<file path="src/shared/e3rx_pkg.sv">
// Purpose: Shared constants and types for the E3 receive defect and parity monitor
// Assumes: APB with 32-bit data, register index times four gives the byte address
// Notes:   Register indices keep the printed offsets
package e3rx_pkg;

  localparam int          E3RX_AW            = 16;
  localparam int          E3RX_DW            = 32;

  // Register indices, byte address is four times the index
  localparam logic [15:0] E3RX_IDX_CFG_ONE   = 16'h1110;
  localparam logic [15:0] E3RX_IDX_CFG_TWO   = 16'h1111;
  localparam logic [15:0] E3RX_IDX_INT_STAT  = 16'h1115;
  localparam logic [15:0] E3RX_IDX_INT_MASK  = 16'h1117;
  localparam logic [15:0] E3RX_IDX_PERR_MSB  = 16'h1154;
  localparam logic [15:0] E3RX_IDX_PERR_LSB  = 16'h1155;

  // Field positions
  localparam int          E3RX_CFG1_CHK_EN   = 0;
  localparam int          E3RX_CFG1_RUN_SEL  = 4;
  localparam int          E3RX_CFG2_DEFECT   = 0;
  localparam int          E3RX_CFG2_LOF_SEL  = 7;
  localparam int          E3RX_INT_PERR      = 2;
  localparam int          E3RX_INT_CHANGE    = 3;

  // Reset values and interrupt write mask
  localparam logic [7:0]  E3RX_CFG1_RST      = 8'h00;
  localparam logic [7:0]  E3RX_INT_MASK_RST  = 8'h00;
  localparam logic [7:0]  E3RX_INT_WMASK     = 8'h0c;

  // Consecutive frame run lengths
  localparam logic [2:0]  E3RX_RUN_SHORT     = 3'h3;
  localparam logic [2:0]  E3RX_RUN_LONG      = 3'h5;

  localparam logic [15:0] E3RX_CNT_MAX       = 16'hffff;

  // One received bit, with markers placed by the frame aligner
  typedef struct packed {
    logic       sof;
    logic       bit_valid;
    logic       bit_val;
    logic       alarm_valid;
    logic       alarm;
    logic       nibble_valid;
    logic [3:0] nibble;
  } e3rx_frame_s;

endpackage

</file>
<file path="src/rtl/e3rx_monitor.sv">
// Purpose: Remote failure defect tracking while the parity check is off, and parity nibble check on received E3 frames
// Assumes: Frame markers come from aligner logic on pclk; APB slave answers with no wait state
// Notes:   Interrupt status bits clear on read or by writing one; set beats clear
`timescale 1ns/10ps
module e3rx_monitor
  import e3rx_pkg::*;
(
  input  wire logic                pclk,
  input  wire logic                presetn,
  input  wire logic                psel,
  input  wire logic                penable,
  input  wire logic                pwrite,
  input  wire logic [E3RX_AW-1:0]  paddr,
  input  wire logic [E3RX_DW-1:0]  pwdata,
  input  wire logic [3:0]          pstrb,
  output      logic [E3RX_DW-1:0]  prdata,
  output      logic                pready,
  output      logic                pslverr,
  input  wire e3rx_frame_s         rx_frame,
  output      logic                remote_failure_defect_flag,
  output      logic                parity_error_pulse,
  output      logic                irq_n
);

  ////////////////////////////////////////////////////////////////////////////
  // State
  logic [7:0]  cfg_one_reg,   cfg_one_next;
  logic        lof_sel_reg,   lof_sel_next;
  logic        defect_reg,    defect_next;
  logic [2:0]  run_reg,       run_next;
  logic [7:0]  int_stat_reg,  int_stat_next;
  logic [7:0]  int_mask_reg,  int_mask_next;
  logic [3:0]  bip_acc_reg,   bip_acc_next;
  logic [1:0]  bit_pos_reg,   bit_pos_next;
  logic [3:0]  bip_prev_reg,  bip_prev_next;
  logic        prev_ok_reg,   prev_ok_next;
  logic        acc_live_reg,  acc_live_next;
  logic        perr_reg,      perr_next;
  logic [15:0] perr_cnt_reg,  perr_cnt_next;
  logic [7:0]  perr_lsb_reg,  perr_lsb_next;
  logic [E3RX_DW-1:0] prdata_reg, prdata_next;

  ////////////////////////////////////////////////////////////////////////////
  // Bus decode
  logic [15:0] idx;
  logic        hit;
  logic        wr_acc;
  logic        rd_acc;
  logic        setup;
  logic        chk_en;
  logic        run_sel;
  logic [2:0]  run_len;
  logic        eff_alarm;
  logic        reached;
  logic        perr_evt;
  logic        change_evt;
  logic [3:0]  bip_frame;
  logic [7:0]  rd_byte;
  logic [7:0]  int_clr;

  assign idx     = {2'h0, paddr[E3RX_AW-1:2]};
  assign hit     = (idx == E3RX_IDX_CFG_ONE) || (idx == E3RX_IDX_CFG_TWO) ||
                   (idx == E3RX_IDX_INT_STAT) || (idx == E3RX_IDX_INT_MASK) ||
                   (idx == E3RX_IDX_PERR_MSB) || (idx == E3RX_IDX_PERR_LSB);
  assign setup   = psel && !penable;
  assign wr_acc  = psel && penable && pwrite && hit && pstrb[0];
  assign rd_acc  = psel && penable && !pwrite && hit;
  assign pready  = 1'b1;
  assign pslverr = psel && penable && !hit;
  assign prdata  = prdata_reg;

  assign chk_en  = cfg_one_reg[E3RX_CFG1_CHK_EN];
  assign run_sel = cfg_one_reg[E3RX_CFG1_RUN_SEL];
  assign run_len = run_sel ? E3RX_RUN_LONG : E3RX_RUN_SHORT;

  ////////////////////////////////////////////////////////////////////////////
  // Remote failure defect run counting
  always_comb begin
    eff_alarm   = rx_frame.alarm && !chk_en;
    reached     = 1'b0;
    run_next    = run_reg;
    defect_next = defect_reg;
    if (rx_frame.alarm_valid) begin
      if (eff_alarm == defect_reg) begin
        run_next = 3'h0;
      end else if (run_reg + 3'h1 >= run_len) begin
        reached     = 1'b1;
        run_next    = 3'h0;
        defect_next = eff_alarm;
      end else begin
        run_next = run_reg + 3'h1;
      end
    end
    change_evt = reached;
  end

  ////////////////////////////////////////////////////////////////////////////
  // Interleaved parity over each frame
  always_comb begin
    bip_frame     = bip_acc_reg;
    bip_acc_next  = bip_acc_reg;
    bit_pos_next  = bit_pos_reg;
    bip_prev_next = bip_prev_reg;
    prev_ok_next  = prev_ok_reg;
    acc_live_next = acc_live_reg;
    perr_evt      = 1'b0;
    if (!chk_en) begin
      bip_acc_next  = 4'h0;
      bit_pos_next  = 2'h0;
      prev_ok_next  = 1'b0;
      acc_live_next = 1'b0;
    end else begin
      if (rx_frame.nibble_valid && prev_ok_reg) begin
        perr_evt = (rx_frame.nibble != bip_prev_reg);
      end
      if (rx_frame.bit_valid) begin
        if (rx_frame.sof) begin
          bip_prev_next = bip_acc_reg;
          // Only a frame accumulated from its own start is worth comparing
          prev_ok_next  = acc_live_reg;
          acc_live_next = 1'b1;
          bip_frame     = 4'h0;
          bit_pos_next  = 2'h1;
          bip_frame[0]  = rx_frame.bit_val;
        end else begin
          bip_frame[bit_pos_reg] = bip_acc_reg[bit_pos_reg] ^ rx_frame.bit_val;
          bit_pos_next = bit_pos_reg + 2'h1;
        end
        bip_acc_next = bip_frame;
      end
    end
    perr_next = perr_evt;
  end

  ////////////////////////////////////////////////////////////////////////////
  // Registers, status and counter
  always_comb begin
    cfg_one_next  = cfg_one_reg;
    lof_sel_next  = lof_sel_reg;
    int_mask_next = int_mask_reg;
    int_clr       = 8'h00;
    perr_lsb_next = perr_lsb_reg;
    perr_cnt_next = perr_cnt_reg;
    if (wr_acc && idx == E3RX_IDX_CFG_ONE) begin
      cfg_one_next = pwdata[7:0] & ((8'h01 << E3RX_CFG1_RUN_SEL) | (8'h01 << E3RX_CFG1_CHK_EN));
    end
    if (wr_acc && idx == E3RX_IDX_CFG_TWO) begin
      lof_sel_next = pwdata[E3RX_CFG2_LOF_SEL];
    end
    if (wr_acc && idx == E3RX_IDX_INT_MASK) begin
      int_mask_next = pwdata[7:0] & E3RX_INT_WMASK;
    end
    if (wr_acc && idx == E3RX_IDX_INT_STAT) begin
      int_clr = pwdata[7:0];
    end
    if (rd_acc && idx == E3RX_IDX_INT_STAT) begin
      // Clear only what the setup edge captured, so a later event survives
      int_clr = prdata_reg[7:0];
    end
    if (rd_acc && idx == E3RX_IDX_PERR_MSB) begin
      perr_lsb_next = perr_cnt_reg[7:0];
      perr_cnt_next = 16'h0000;
    end
    if (perr_evt && perr_cnt_next != E3RX_CNT_MAX) begin
      perr_cnt_next = perr_cnt_next + 16'h0001;
    end
    int_stat_next = int_stat_reg & ~int_clr & E3RX_INT_WMASK;
    int_stat_next[E3RX_INT_CHANGE] = int_stat_next[E3RX_INT_CHANGE] | change_evt;
    int_stat_next[E3RX_INT_PERR]   = int_stat_next[E3RX_INT_PERR] | perr_evt;

    rd_byte = 8'h00;
    case (idx)
      E3RX_IDX_CFG_ONE:  rd_byte = cfg_one_reg;
      E3RX_IDX_CFG_TWO:  rd_byte = ({7'h00, lof_sel_reg} << E3RX_CFG2_LOF_SEL) |
                                   ({7'h00, defect_reg} << E3RX_CFG2_DEFECT);
      E3RX_IDX_INT_STAT: rd_byte = int_stat_reg;
      E3RX_IDX_INT_MASK: rd_byte = int_mask_reg;
      E3RX_IDX_PERR_MSB: rd_byte = perr_cnt_reg[15:8];
      E3RX_IDX_PERR_LSB: rd_byte = perr_lsb_reg;
      default:           rd_byte = 8'h00;
    endcase
    prdata_next = prdata_reg;
    if (setup && !pwrite) begin
      prdata_next = {24'h000000, rd_byte};
    end
  end

  always_ff @(posedge pclk or negedge presetn) begin
    if (!presetn) begin
      cfg_one_reg  <= E3RX_CFG1_RST;
      lof_sel_reg  <= 1'b0;
      defect_reg   <= 1'b0;
      run_reg      <= 3'h0;
      int_stat_reg <= 8'h00;
      int_mask_reg <= E3RX_INT_MASK_RST;
      bip_acc_reg  <= 4'h0;
      bit_pos_reg  <= 2'h0;
      bip_prev_reg <= 4'h0;
      prev_ok_reg  <= 1'b0;
      acc_live_reg <= 1'b0;
      perr_reg     <= 1'b0;
      perr_cnt_reg <= 16'h0000;
      perr_lsb_reg <= 8'h00;
      prdata_reg   <= 32'h00000000;
    end else begin
      cfg_one_reg  <= cfg_one_next;
      lof_sel_reg  <= lof_sel_next;
      defect_reg   <= defect_next;
      run_reg      <= run_next;
      int_stat_reg <= int_stat_next;
      int_mask_reg <= int_mask_next;
      bip_acc_reg  <= bip_acc_next;
      bit_pos_reg  <= bit_pos_next;
      bip_prev_reg <= bip_prev_next;
      prev_ok_reg  <= prev_ok_next;
      acc_live_reg <= acc_live_next;
      perr_reg     <= perr_next;
      perr_cnt_reg <= perr_cnt_next;
      perr_lsb_reg <= perr_lsb_next;
      prdata_reg   <= prdata_next;
    end
  end

  ////////////////////////////////////////////////////////////////////////////
  // Outputs
  assign remote_failure_defect_flag = defect_reg;
  assign parity_error_pulse         = perr_reg;
  assign irq_n = ~|(int_stat_reg & int_mask_reg);

endmodule

</file>
<file path="config.mk">
export PLATFORM = sky130hd
export DESIGN_NAME = e3rx_monitor
export DESIGN_NICKNAME = d
export VERILOG_FILES = /design/src/shared/e3rx_pkg.sv /design/src/rtl/e3rx_monitor.sv
export SDC_FILE = /design/constraint.sdc
export NUM_CORES = 1
export LEC_CHECK = 0
export ABC_AREA = 1
export BUFFER_PORTS_ARGS = -buffer_cell sky130_fd_sc_hd__buf_2
export CORE_AREA = 2 2 90 109
export CTS_CLUSTER_SIZE = 25
export DETAILED_ROUTE_END_ITERATION = 12
export DIE_AREA = 0 0 92 111
export MAX_ROUTING_LAYER = met4
export PLACE_DENSITY = 0.73
export SLEW_MARGIN = 20
export SYNTH_ARGS = -nofsm -noshare
export SYNTH_HDL_FRONTEND = slang
export SYNTH_SLANG_ARGS = --single-unit
</file>
<file path="constraint.sdc">
create_clock -name pclk -period 2.6 [get_ports pclk]
set_clock_uncertainty 0.05 [all_clocks]
set_input_delay 0.52 -clock pclk [delete_from_list [all_inputs] [get_ports pclk]]
set_output_delay 0.52 -clock pclk [all_outputs]
set_load 0.05 [all_outputs]
</file>
==> flow_results.org, run 1 <==
** STA
- Final-report hold violation count :: 0
- Setup repair after global routing left no endpoint under its margin.
- In the final timing run, aggregate negative setup slack is 0 ps.
- Final setup violation count :: 0
- For the finished layout, the period the worst path requires is 2410 ps.
- Final WS setup :: 192 ps
- Highest achievable clock rate :: 415 MHz
- In the finished design, the share of the clock period the worst path needs comes to 92.6%.
- Transition time at the pin with the least slew margin :: 659 ps
- Max-slew violation count :: 0
- Final hold slack :: 173 ps
- Measured against its own limit, the worst slew margin works out to 56.1%.

** Pwr
- PnR Total Power :: 2.01 mW
- Power spread over the standard cell area amounts to 490 nW/um^2.
- IR analysis of the VDD net gives a maximum drop of 0.000246 V.
- The analysis attributes to cell leakage a power of 2.24 nW.

** Clock tree
- Counting every sink on the clock net gives 56.
- After clock tree synthesis, the setup repair step added 0 buffers.
- TritonCTS built the clock tree.
- Cts-stage hold buffer count :: 0
- Clock transition at the registers of the reported paths :: 70 ps
- CTS H-tree lvls :: 2
- At the later pin of the worst-skew pair, clock insertion delay measures 300 ps.
- Clock root buffer :: sky130_fd_sc_hd__clkbuf_16
- Total clock buffers created by CTS :: 5
- The number of gates resized after CTS was 0.
- The clock passes through at most 2 buffers.

** Die
- # rows :: 39
- Die area :: 10200 um^2
- The floorplan step defined a core boundary enclosing 9270 um^2.
- Measured along the y axis, the die boundary spans 111 um.
- 104 I/O pins were placed.
- In this run the horizontal extent of the chip is 92 um.
- The initial utilization of the core area, before any placement, comes to 38.8%.

** Global route
- First-pass GRT wire length :: 14.0 mm
- Vias in the first global route :: 3142
- Global routing consumed, over all layers together, 16.9% of the routing resources.
- Maximum number of pins on one net before global-route repair :: 31
- Antenna violations before repair :: 0
- Remaining global-route overflow :: 0

** Route
- The routed layout has 3151 vias.
- Number of iterations in the first detailed-routing pass :: 4
- In the routed layout, each cell is associated on average with a via count of 4.71.
- After detailed routing, the number of remaining DRC violations is 0.
- Count of routing violations after the opening detailed-route iteration :: 248
- Wire length per cell after detailed routing :: 11.8 um
- The count of nets left with antenna violations once routing finished came out at 0.
- The routed design has 7.93 mm of wire.

** Synthesis
- Mapped Cells :: 490
- In this run the mean area of a mapped cell was 7.34 um^2.
- Ranking of synthesized cells by area :: sky130_fd_sc_hd__dfrtp_1 39%, sky130_fd_sc_hd__nand2_1 16%, sky130_fd_sc_hd__inv_1 6.2%
- Counting flops and latches in the post-synthesis netlist gives 56.
- Library cell with the largest summed area after synthesis :: sky130_fd_sc_hd__dfrtp_1
- The Yosys step of the flow raised 0 warnings.
- After synthesis the cells add up to 3600 um^2.
- Sequential elements use 39.0% of the synthesized area.
- Summed over its instances, the top area cell type makes up 39.0% of the synthesized netlist area.
- The number of different library cells used by synthesis comes to 36.

** Hold path
- Class of the worst hold path :: primary input to async pin

** Cells and area
- The register with the most flip-flops in the layout has 16 of them.
- Leading cell type in the layout, fill and taps excluded :: sky130_fd_sc_hd__nand2_1
- Layout cells sized above 1 :: 17.8%
- Summing all flip-flop and latch instances after layout gives 1400 um^2.
- The final layout contains 620 nets.
- The repair_antennas step left the layout with diodes totalling 0.
- Area used by multi-input combinational logic :: 1780 um^2
- Area delta synth->final :: 13.8%
- The layout has 918 filler cells.
- For this run, the share of the core covered by cells in the final layout is 44.1%.
- Most frequent cells in the layout :: 155 x sky130_fd_sc_hd__nand2_1, 59 x sky130_fd_sc_hd__inv_1, 56 x sky130_fd_sc_hd__dfrtp_1, 46 x sky130_fd_sc_hd__buf_2, 40 x sky130_fd_sc_hd__nor2_1

** Critical path
- Data on the critical path arrives at its endpoint at 1840 ps.
- In this run the worst path has a maximum fanout of 7.
- Crit end category :: output port
- The critical path in this run is classified as primary input to output port.
- Startpoint class of the critical path :: primary input
- For the worst setup path, the data required time is 2030 ps.

** Flow run
- Count of max-cap constraint violations :: 0

** Placed design
- Port buffer count :: 46
- Detailed-placement wirelength estimate :: 6.05 mm
- Routability-driven placement finished with a final weighted congestion of 0.847.
- Placement-stage worst setup slack :: -101 ps

** Status
- The flow ran to the end, and the final reports show no timing, DRC or antenna violations.
worst max-delay path, stage by stage:
cell and delay, ps:
sky130_fd_sc_hd__buf_2 100, sky130_fd_sc_hd__or2_4 260, sky130_fd_sc_hd__nor2_8 160, sky130_fd_sc_hd__nand2_1 80, sky130_fd_sc_hd__nor2_1 180, sky130_fd_sc_hd__nor2_1 100
sky130_fd_sc_hd__nand3_2 150, sky130_fd_sc_hd__nor2_1 70, sky130_fd_sc_hd__buf_2 210
path summary, 6_finish.rpt:
kind | from | to | slack [ps] | cells after the start
worst max register to register | perr_cnt_reg[0] | perr_cnt_reg[9] | 570 | 9
worst min register to register | prdata[6] | prdata[6] | 430 | 2
max in group asynchronous | presetn | perr_lsb_reg[5] | 1640 | 2
min in group pclk | rx_frame[8] | bit_pos_reg[0] | 400 | 2
worst min-delay path | presetn | bip_prev_reg[1] | 170 | 1
worst max-delay path | paddr[15] | pslverr | 190 | 9
routing by layer:
metal,track usage [%],part of all wire [%],wire (um),vias up
li1,-,-,-,1600
met1,19.9,43,3390,1460
met2,29.7,51,4080,80
met3,2.24,4.2,330,11
met4,5.57,1.6,129,0
met5,-,0,0,-
cells by family (layout without fill, tap and decap cells):
group	Yosys count	in the layout	share of synthesized area (%)
and+or+nand+nor	254	254	31.3
buffers and inverters	101	134	14.1
adders and majority gates	8	8	2.78
xor gates and xnor gates	14	14	3.41
AOI/OAI and AO/OA	52	52	8.35
muxes	3	3	0.939
DFF	56	56	39.0
other	2	25	0.209
cell usage after synthesis:
master	instances
sky130_fd_sc_hd__nor2_4	3
sky130_fd_sc_hd__o21ai_1	17
sky130_fd_sc_hd__nand3_4	1
sky130_fd_sc_hd__mux2_2	3
sky130_fd_sc_hd__ha_1	8
sky130_fd_sc_hd__nor2_8	1
sky130_fd_sc_hd__xnor2_1	2
sky130_fd_sc_hd__buf_6	4
sky130_fd_sc_hd__xor2_1	12
sky130_fd_sc_hd__dfrtp_1	56
sky130_fd_sc_hd__buf_4	25
sky130_fd_sc_hd__nor2_1	40
sky130_fd_sc_hd__conb_1	2
sky130_fd_sc_hd__nand4_1	10
sky130_fd_sc_hd__nor3_1	3
sky130_fd_sc_hd__a31oi_1	3
sky130_fd_sc_hd__nand3_2	2
sky130_fd_sc_hd__buf_2	2
sky130_fd_sc_hd__nor2_2	5
sky130_fd_sc_hd__nand4_2	1
sky130_fd_sc_hd__inv_1	59
sky130_fd_sc_hd__o2111ai_1	3
sky130_fd_sc_hd__inv_2	11
sky130_fd_sc_hd__a32o_1	1
sky130_fd_sc_hd__nand2_2	5
sky130_fd_sc_hd__a22o_1	1
sky130_fd_sc_hd__nand3_1	25
sky130_fd_sc_hd__a21oi_1	5
sky130_fd_sc_hd__nand3b_1	2
sky130_fd_sc_hd__o22ai_1	1
sky130_fd_sc_hd__o21ai_2	1
sky130_fd_sc_hd__nand2_1	155
sky130_fd_sc_hd__or2_4	1
sky130_fd_sc_hd__a221oi_1	2
sky130_fd_sc_hd__o21ai_0	17
sky130_fd_sc_hd__o2bb2ai_1	1
area by class of cell:
| type | instances | area share [%] |
|---|---|---|
| clock buffers | 6 | 3.15 |
| clock inverters | 2 | 0.948 |
| inverters | 70 | 6.42 |
| multi-input cells | 356 | 43.4 |
| flip-flops and latches | 56 | 34.3 |
| well taps | 123 | 3.76 |
| repair buffers | 56 | 8.07 |
power breakdown:
part	switching, mW	internal [mW]	total, mW
sequential	0.0257	0.898	0.924
clock	0.322	0.460	0.782
combinational	0.216	0.0830	0.299
through the flow:
stage	cells	instance area (um^2)
finish	669	4090
detailed placement	661	3920
global placement	661	3920
floorplan	513	3680
global route	669	4090
CTS	669	4090
(Power assumes the default switching activity.)
==> run 2, diff against run 1 <==
--- a/config.mk
+++ b/config.mk
@@ -5,14 +5,13 @@
 export SDC_FILE = /design/constraint.sdc
 export NUM_CORES = 1
 export LEC_CHECK = 0
-export ABC_AREA = 1
 export BUFFER_PORTS_ARGS = -buffer_cell sky130_fd_sc_hd__buf_2
-export CORE_AREA = 2 2 90 109
+export CORE_AREA = 2 2 88 106
 export CTS_CLUSTER_SIZE = 25
 export DETAILED_ROUTE_END_ITERATION = 12
-export DIE_AREA = 0 0 92 111
+export DIE_AREA = 0 0 90 108
 export MAX_ROUTING_LAYER = met4
-export PLACE_DENSITY = 0.73
+export PLACE_DENSITY = 0.74
 export SLEW_MARGIN = 20
 export SYNTH_ARGS = -nofsm -noshare
 export SYNTH_HDL_FRONTEND = slang
==> flow_results.org, run 2 <==
** Global route
- The global-route usage over all layers is 17.8% (+0.89 points).
- The pin count of the biggest net entering global routing is 57 (+84%).
- The initial antenna violation count was 0 (unchanged).
- First-pass GRT wire length :: 13.7 mm (-2.2%)
- Vias in the first global route :: 2840 (-9.6%)
- The overflow left after global routing is 0 (unchanged).

** Synthesis
- Most common cell in the synthesized netlist :: sky130_fd_sc_hd__dfrtp_1
- The proportion of synthesized chip area in sequential cells was 41.2% (+2.3 points).
- The count of cell types in the netlist was 64 (+78%).
- The number of enable-type register cells in the synthesized netlist is 0 (unchanged).
- The count of warnings emitted by yosys is 0 (unchanged).
- By count the netlist is led by 56 x sky130_fd_sc_hd__dfrtp_1, 25 x sky130_fd_sc_hd__buf_4, 19 x sky130_fd_sc_hd__mux2_2, 19 x sky130_fd_sc_hd__o21ai_0, 16 x sky130_fd_sc_hd__nand2_1.
- Post-synthesis instance area :: 3400 um^2 (-5.5%)
- The post-synthesis cell count was 343 (-30%).
- Avg Synthesized Cell Area :: 9.91 um^2 (+35%)
- Top cell type's share of synthesized area :: 41.2% (+2.3 points)
- Among all flip-flop cells after synthesis, the most frequent one is sky130_fd_sc_hd__dfrtp_1.
- Share of flip-flops with an asynchronous set or reset :: 100% (unchanged)
- The number of storage elements in the synthesis netlist was 56 (unchanged).
- Of all cell types, the one taking the most synthesized area is sky130_fd_sc_hd__dfrtp_1.
- Ranking of synthesized cells by area :: sky130_fd_sc_hd__dfrtp_1 41%, sky130_fd_sc_hd__mux2_2 6.3%, sky130_fd_sc_hd__buf_4 5.5%

** Cells and area
- Flip-flop count of the largest register, all copies and words added :: 16 (unchanged)
- Final #Nets :: 494 (-20%)
- Area delta synth->final :: 24.5%
- The number of fillers in the final layout was 785 (-14%).
- Leading cell type in the layout, fill and taps excluded :: sky130_fd_sc_hd__dfrtp_1
- Post-Route Utilization :: 49.1% (+5.0 points)
- Layout cells sized above 1 :: 36.7% (+19 points)
- Most frequent cells in the layout :: 56 x sky130_fd_sc_hd__dfrtp_1, 44 x sky130_fd_sc_hd__buf_2, 39 x sky130_fd_sc_hd__buf_4, 25 x sky130_fd_sc_hd__conb_1, 19 x sky130_fd_sc_hd__mux2_2
- Count of antenna diodes in the layout :: 0 (unchanged)

** Pwr
- The maximum resistive drop on vdd came to 0.000233 V (-5.5%).
- Leak :: 1.90 nW (-15%)
- Power density over cell area :: 432 nW/um^2 (-12%)

** Critical path
- Worst r2r dst :: run_reg[1]
- The worst setup path is captured at a flip-flop.
- In this run the worst setup path terminates at perr_cnt_reg[14].
- The arrival time reported for the critical path endpoint is 3000 ps (+1160 ps).
- The reg-to-reg setup timing slack is 320 ps (-250 ps).
- Tracing the worst setup path back leads to its startpoint at paddr[13].
- By startpoint and endpoint, the worst setup path is classified as primary input to flip-flop.
- Reg2Reg Depth :: 6 (-3)
- STA classifies the critical path startpoint as a primary input.
- Required time worst endpoint :: 2750 ps (+720 ps)
- The top fanout value on the critical path is 5 (-2).
- Startpoint of the lowest-slack register-to-register path :: run_reg[0]

** Route
- The via count came to 2937 (-6.8%).
- The starting DRC count in detailed routing came to 133 (-46%).
- Vias per cell :: 5.47 (+16%)
- Wire length per cell after detailed routing :: 15.9 um (+34%)
- Remaining DRCs :: 0 (unchanged)
- Routed Wire Length :: 8.53 mm (+7.6%)
- Number of iterations in the first detailed-routing pass :: 4 (unchanged)
- The remaining antenna violation count after routing came to 0 (unchanged).

** Die
- The die boundary height was 108 um (-2.7%).
- The I/O pin total is 104 (unchanged).
- Placeable core region :: 8610 um^2 (-7.1%)
- # rows :: 37 (-5.1%)
- The initial cell density of the core is 39.5% (+0.68 points).
- The width of the die was 90 um (-2.2%).
- Die area :: 9720 um^2 (-4.8%)

** STA
- The final-report setup violation count came to 15 (+15).
- Final-report hold violation count :: 0 (unchanged)
- The actual transition at the worst max-transition pin is 721 ps (+61.6 ps).
- Highest achievable clock rate :: 352 MHz (-15%)
- Final min period :: 2840 ps (+434 ps)
- Final WS setup :: -242 ps (-434 ps)
- The number of slew-limit violations in the final report was 0 (unchanged).
- The post-route fraction of the period consumed by the critical path came to 109% (+17 points).
- Tightest slew margin relative to the limit :: 52.0% (-4.1 points)
- Unrepaired setup endpoints after global routing :: true

** Clock tree
- Skew-Pair Late Insertion Delay :: 310 ps (about the same)
- Clock transition at the registers of the reported paths :: 110 ps (+40 ps)
- Clock root buffer :: sky130_fd_sc_hd__clkbuf_8
- The clock net sink count was 56 (unchanged).
- Total clock buffers created by CTS :: 5 (unchanged)
- CTS tree :: yes
- Maximum clock insertion buffer count :: 2 (unchanged)
- The quantity of hold-fixing buffers added after cts came to 0 (unchanged).
- CTS H-tree lvls :: 2 (unchanged)

** Placed design
- Port buffer count :: 46 (unchanged)
- Weighted congestion at the end of routability-driven global placement :: 0.906 (+6.9%)
- Detailed-placement wirelength estimate :: 5.96 mm (-1.5%)
- The pre-CTS worst setup slack is -639 ps (-538 ps).

** Flow run
- Count of max-cap constraint violations :: 0 (unchanged)

** Status
- Failing checks :: setup timing
- Run status :: finished, violations left

** Hold path
- Class of the worst hold path :: primary input to async pin
-- run 2: layout make-up --
type	count	area (um^2)	area share [%]
clock buffers	6	82.6	1.95
clock inverters	2	13.8	0.325
inverters	13	48.8	1.15
multi-input cells	257	1990	47.1
flip-flops and latches	56	1400	33.1
well taps	117	146	3.46
repair buffers	86	547	12.9
-- run 2: critical path: stages --
cell and delay [ps]:
sky130_fd_sc_hd__buf_6 90, sky130_fd_sc_hd__or4b_4 530, sky130_fd_sc_hd__or4_4 580, sky130_fd_sc_hd__o21ai_2 160
sky130_fd_sc_hd__inv_1 90, sky130_fd_sc_hd__ha_4 170, sky130_fd_sc_hd__buf_4 130, sky130_fd_sc_hd__and2_4 170
sky130_fd_sc_hd__and4_4 210, sky130_fd_sc_hd__buf_6 120, sky130_fd_sc_hd__a31oi_4 170, sky130_fd_sc_hd__a211oi_2 60
-- run 2: how the worst min path moves through the flow --
stage / start / cells after the start / slack (ps) / to
3_5_place_dp: prdata[1] / 2 / 420 / prdata[1]
5_1_grt: rx_frame[6] / 2 / 330 / run_reg[0]
4_1_cts: presetn / 2 / 310 / prdata[5]
6_report: presetn / 2 / 270 / prdata[5]
2_1_floorplan: presetn / 0 / 170 / acc_live_reg
3_3_place_gp: prdata[6] / 2 / 410 / prdata[6]
-- run 2: stage by stage --
stage | instances | setup TNS (ps) | instance area, um^2 | hold slack (ps) | power (mW)
floorplan | 366 | -6670 | 3530 | 174 | 1.25
detailed placement | 522 | -9890 | 3880 | 418 | 1.33
finish | 537 | -2510 | 4230 | 270 | 1.83
CTS | 535 | -1970 | 4080 | 309 | 1.85
global route | 537 | -3900 | 4230 | 332 | 1.92
global placement | 522 | -9110 | 3880 | 408 | 1.32
-- run 2: where the power goes --
group	switching, mW	total [mW]	internal (mW)
clock network	0.292	0.511	0.219
registers	0.0296	0.935	0.905
logic	0.253	0.380	0.127
-- run 2: timing repair --
action	CTS	global route
buffers inserted	4	2
resized for setup	12	30
gates cloned	1	0
pin swaps	5	12
setup endpoints to repair	16	16
-- run 2: cells by family after synthesis --
| group | count (synthesis) | share of synthesized area, % |
|---|---|---|
| and+or+nand+nor | 109 | 20.1 |
| other | 2 | 0.221 |
| AOI/OAI and AO/OA | 81 | 16.0 |
| buffers and inverters | 54 | 8.98 |
| muxes | 25 | 8.43 |
| DFF | 56 | 41.2 |
| adders and majority gates | 8 | 2.95 |
| xor gates and xnor gates | 8 | 2.06 |
-- run 2: routing by layer --
layer	vias to the layer above	GRT usage, %	share of wire [%]
met5	-	-	0
met4	0	6.04	1.7
met3	12	2.30	4.6
met2	94	31.6	53
met1	1443	20.9	41
li1	1388	-	-
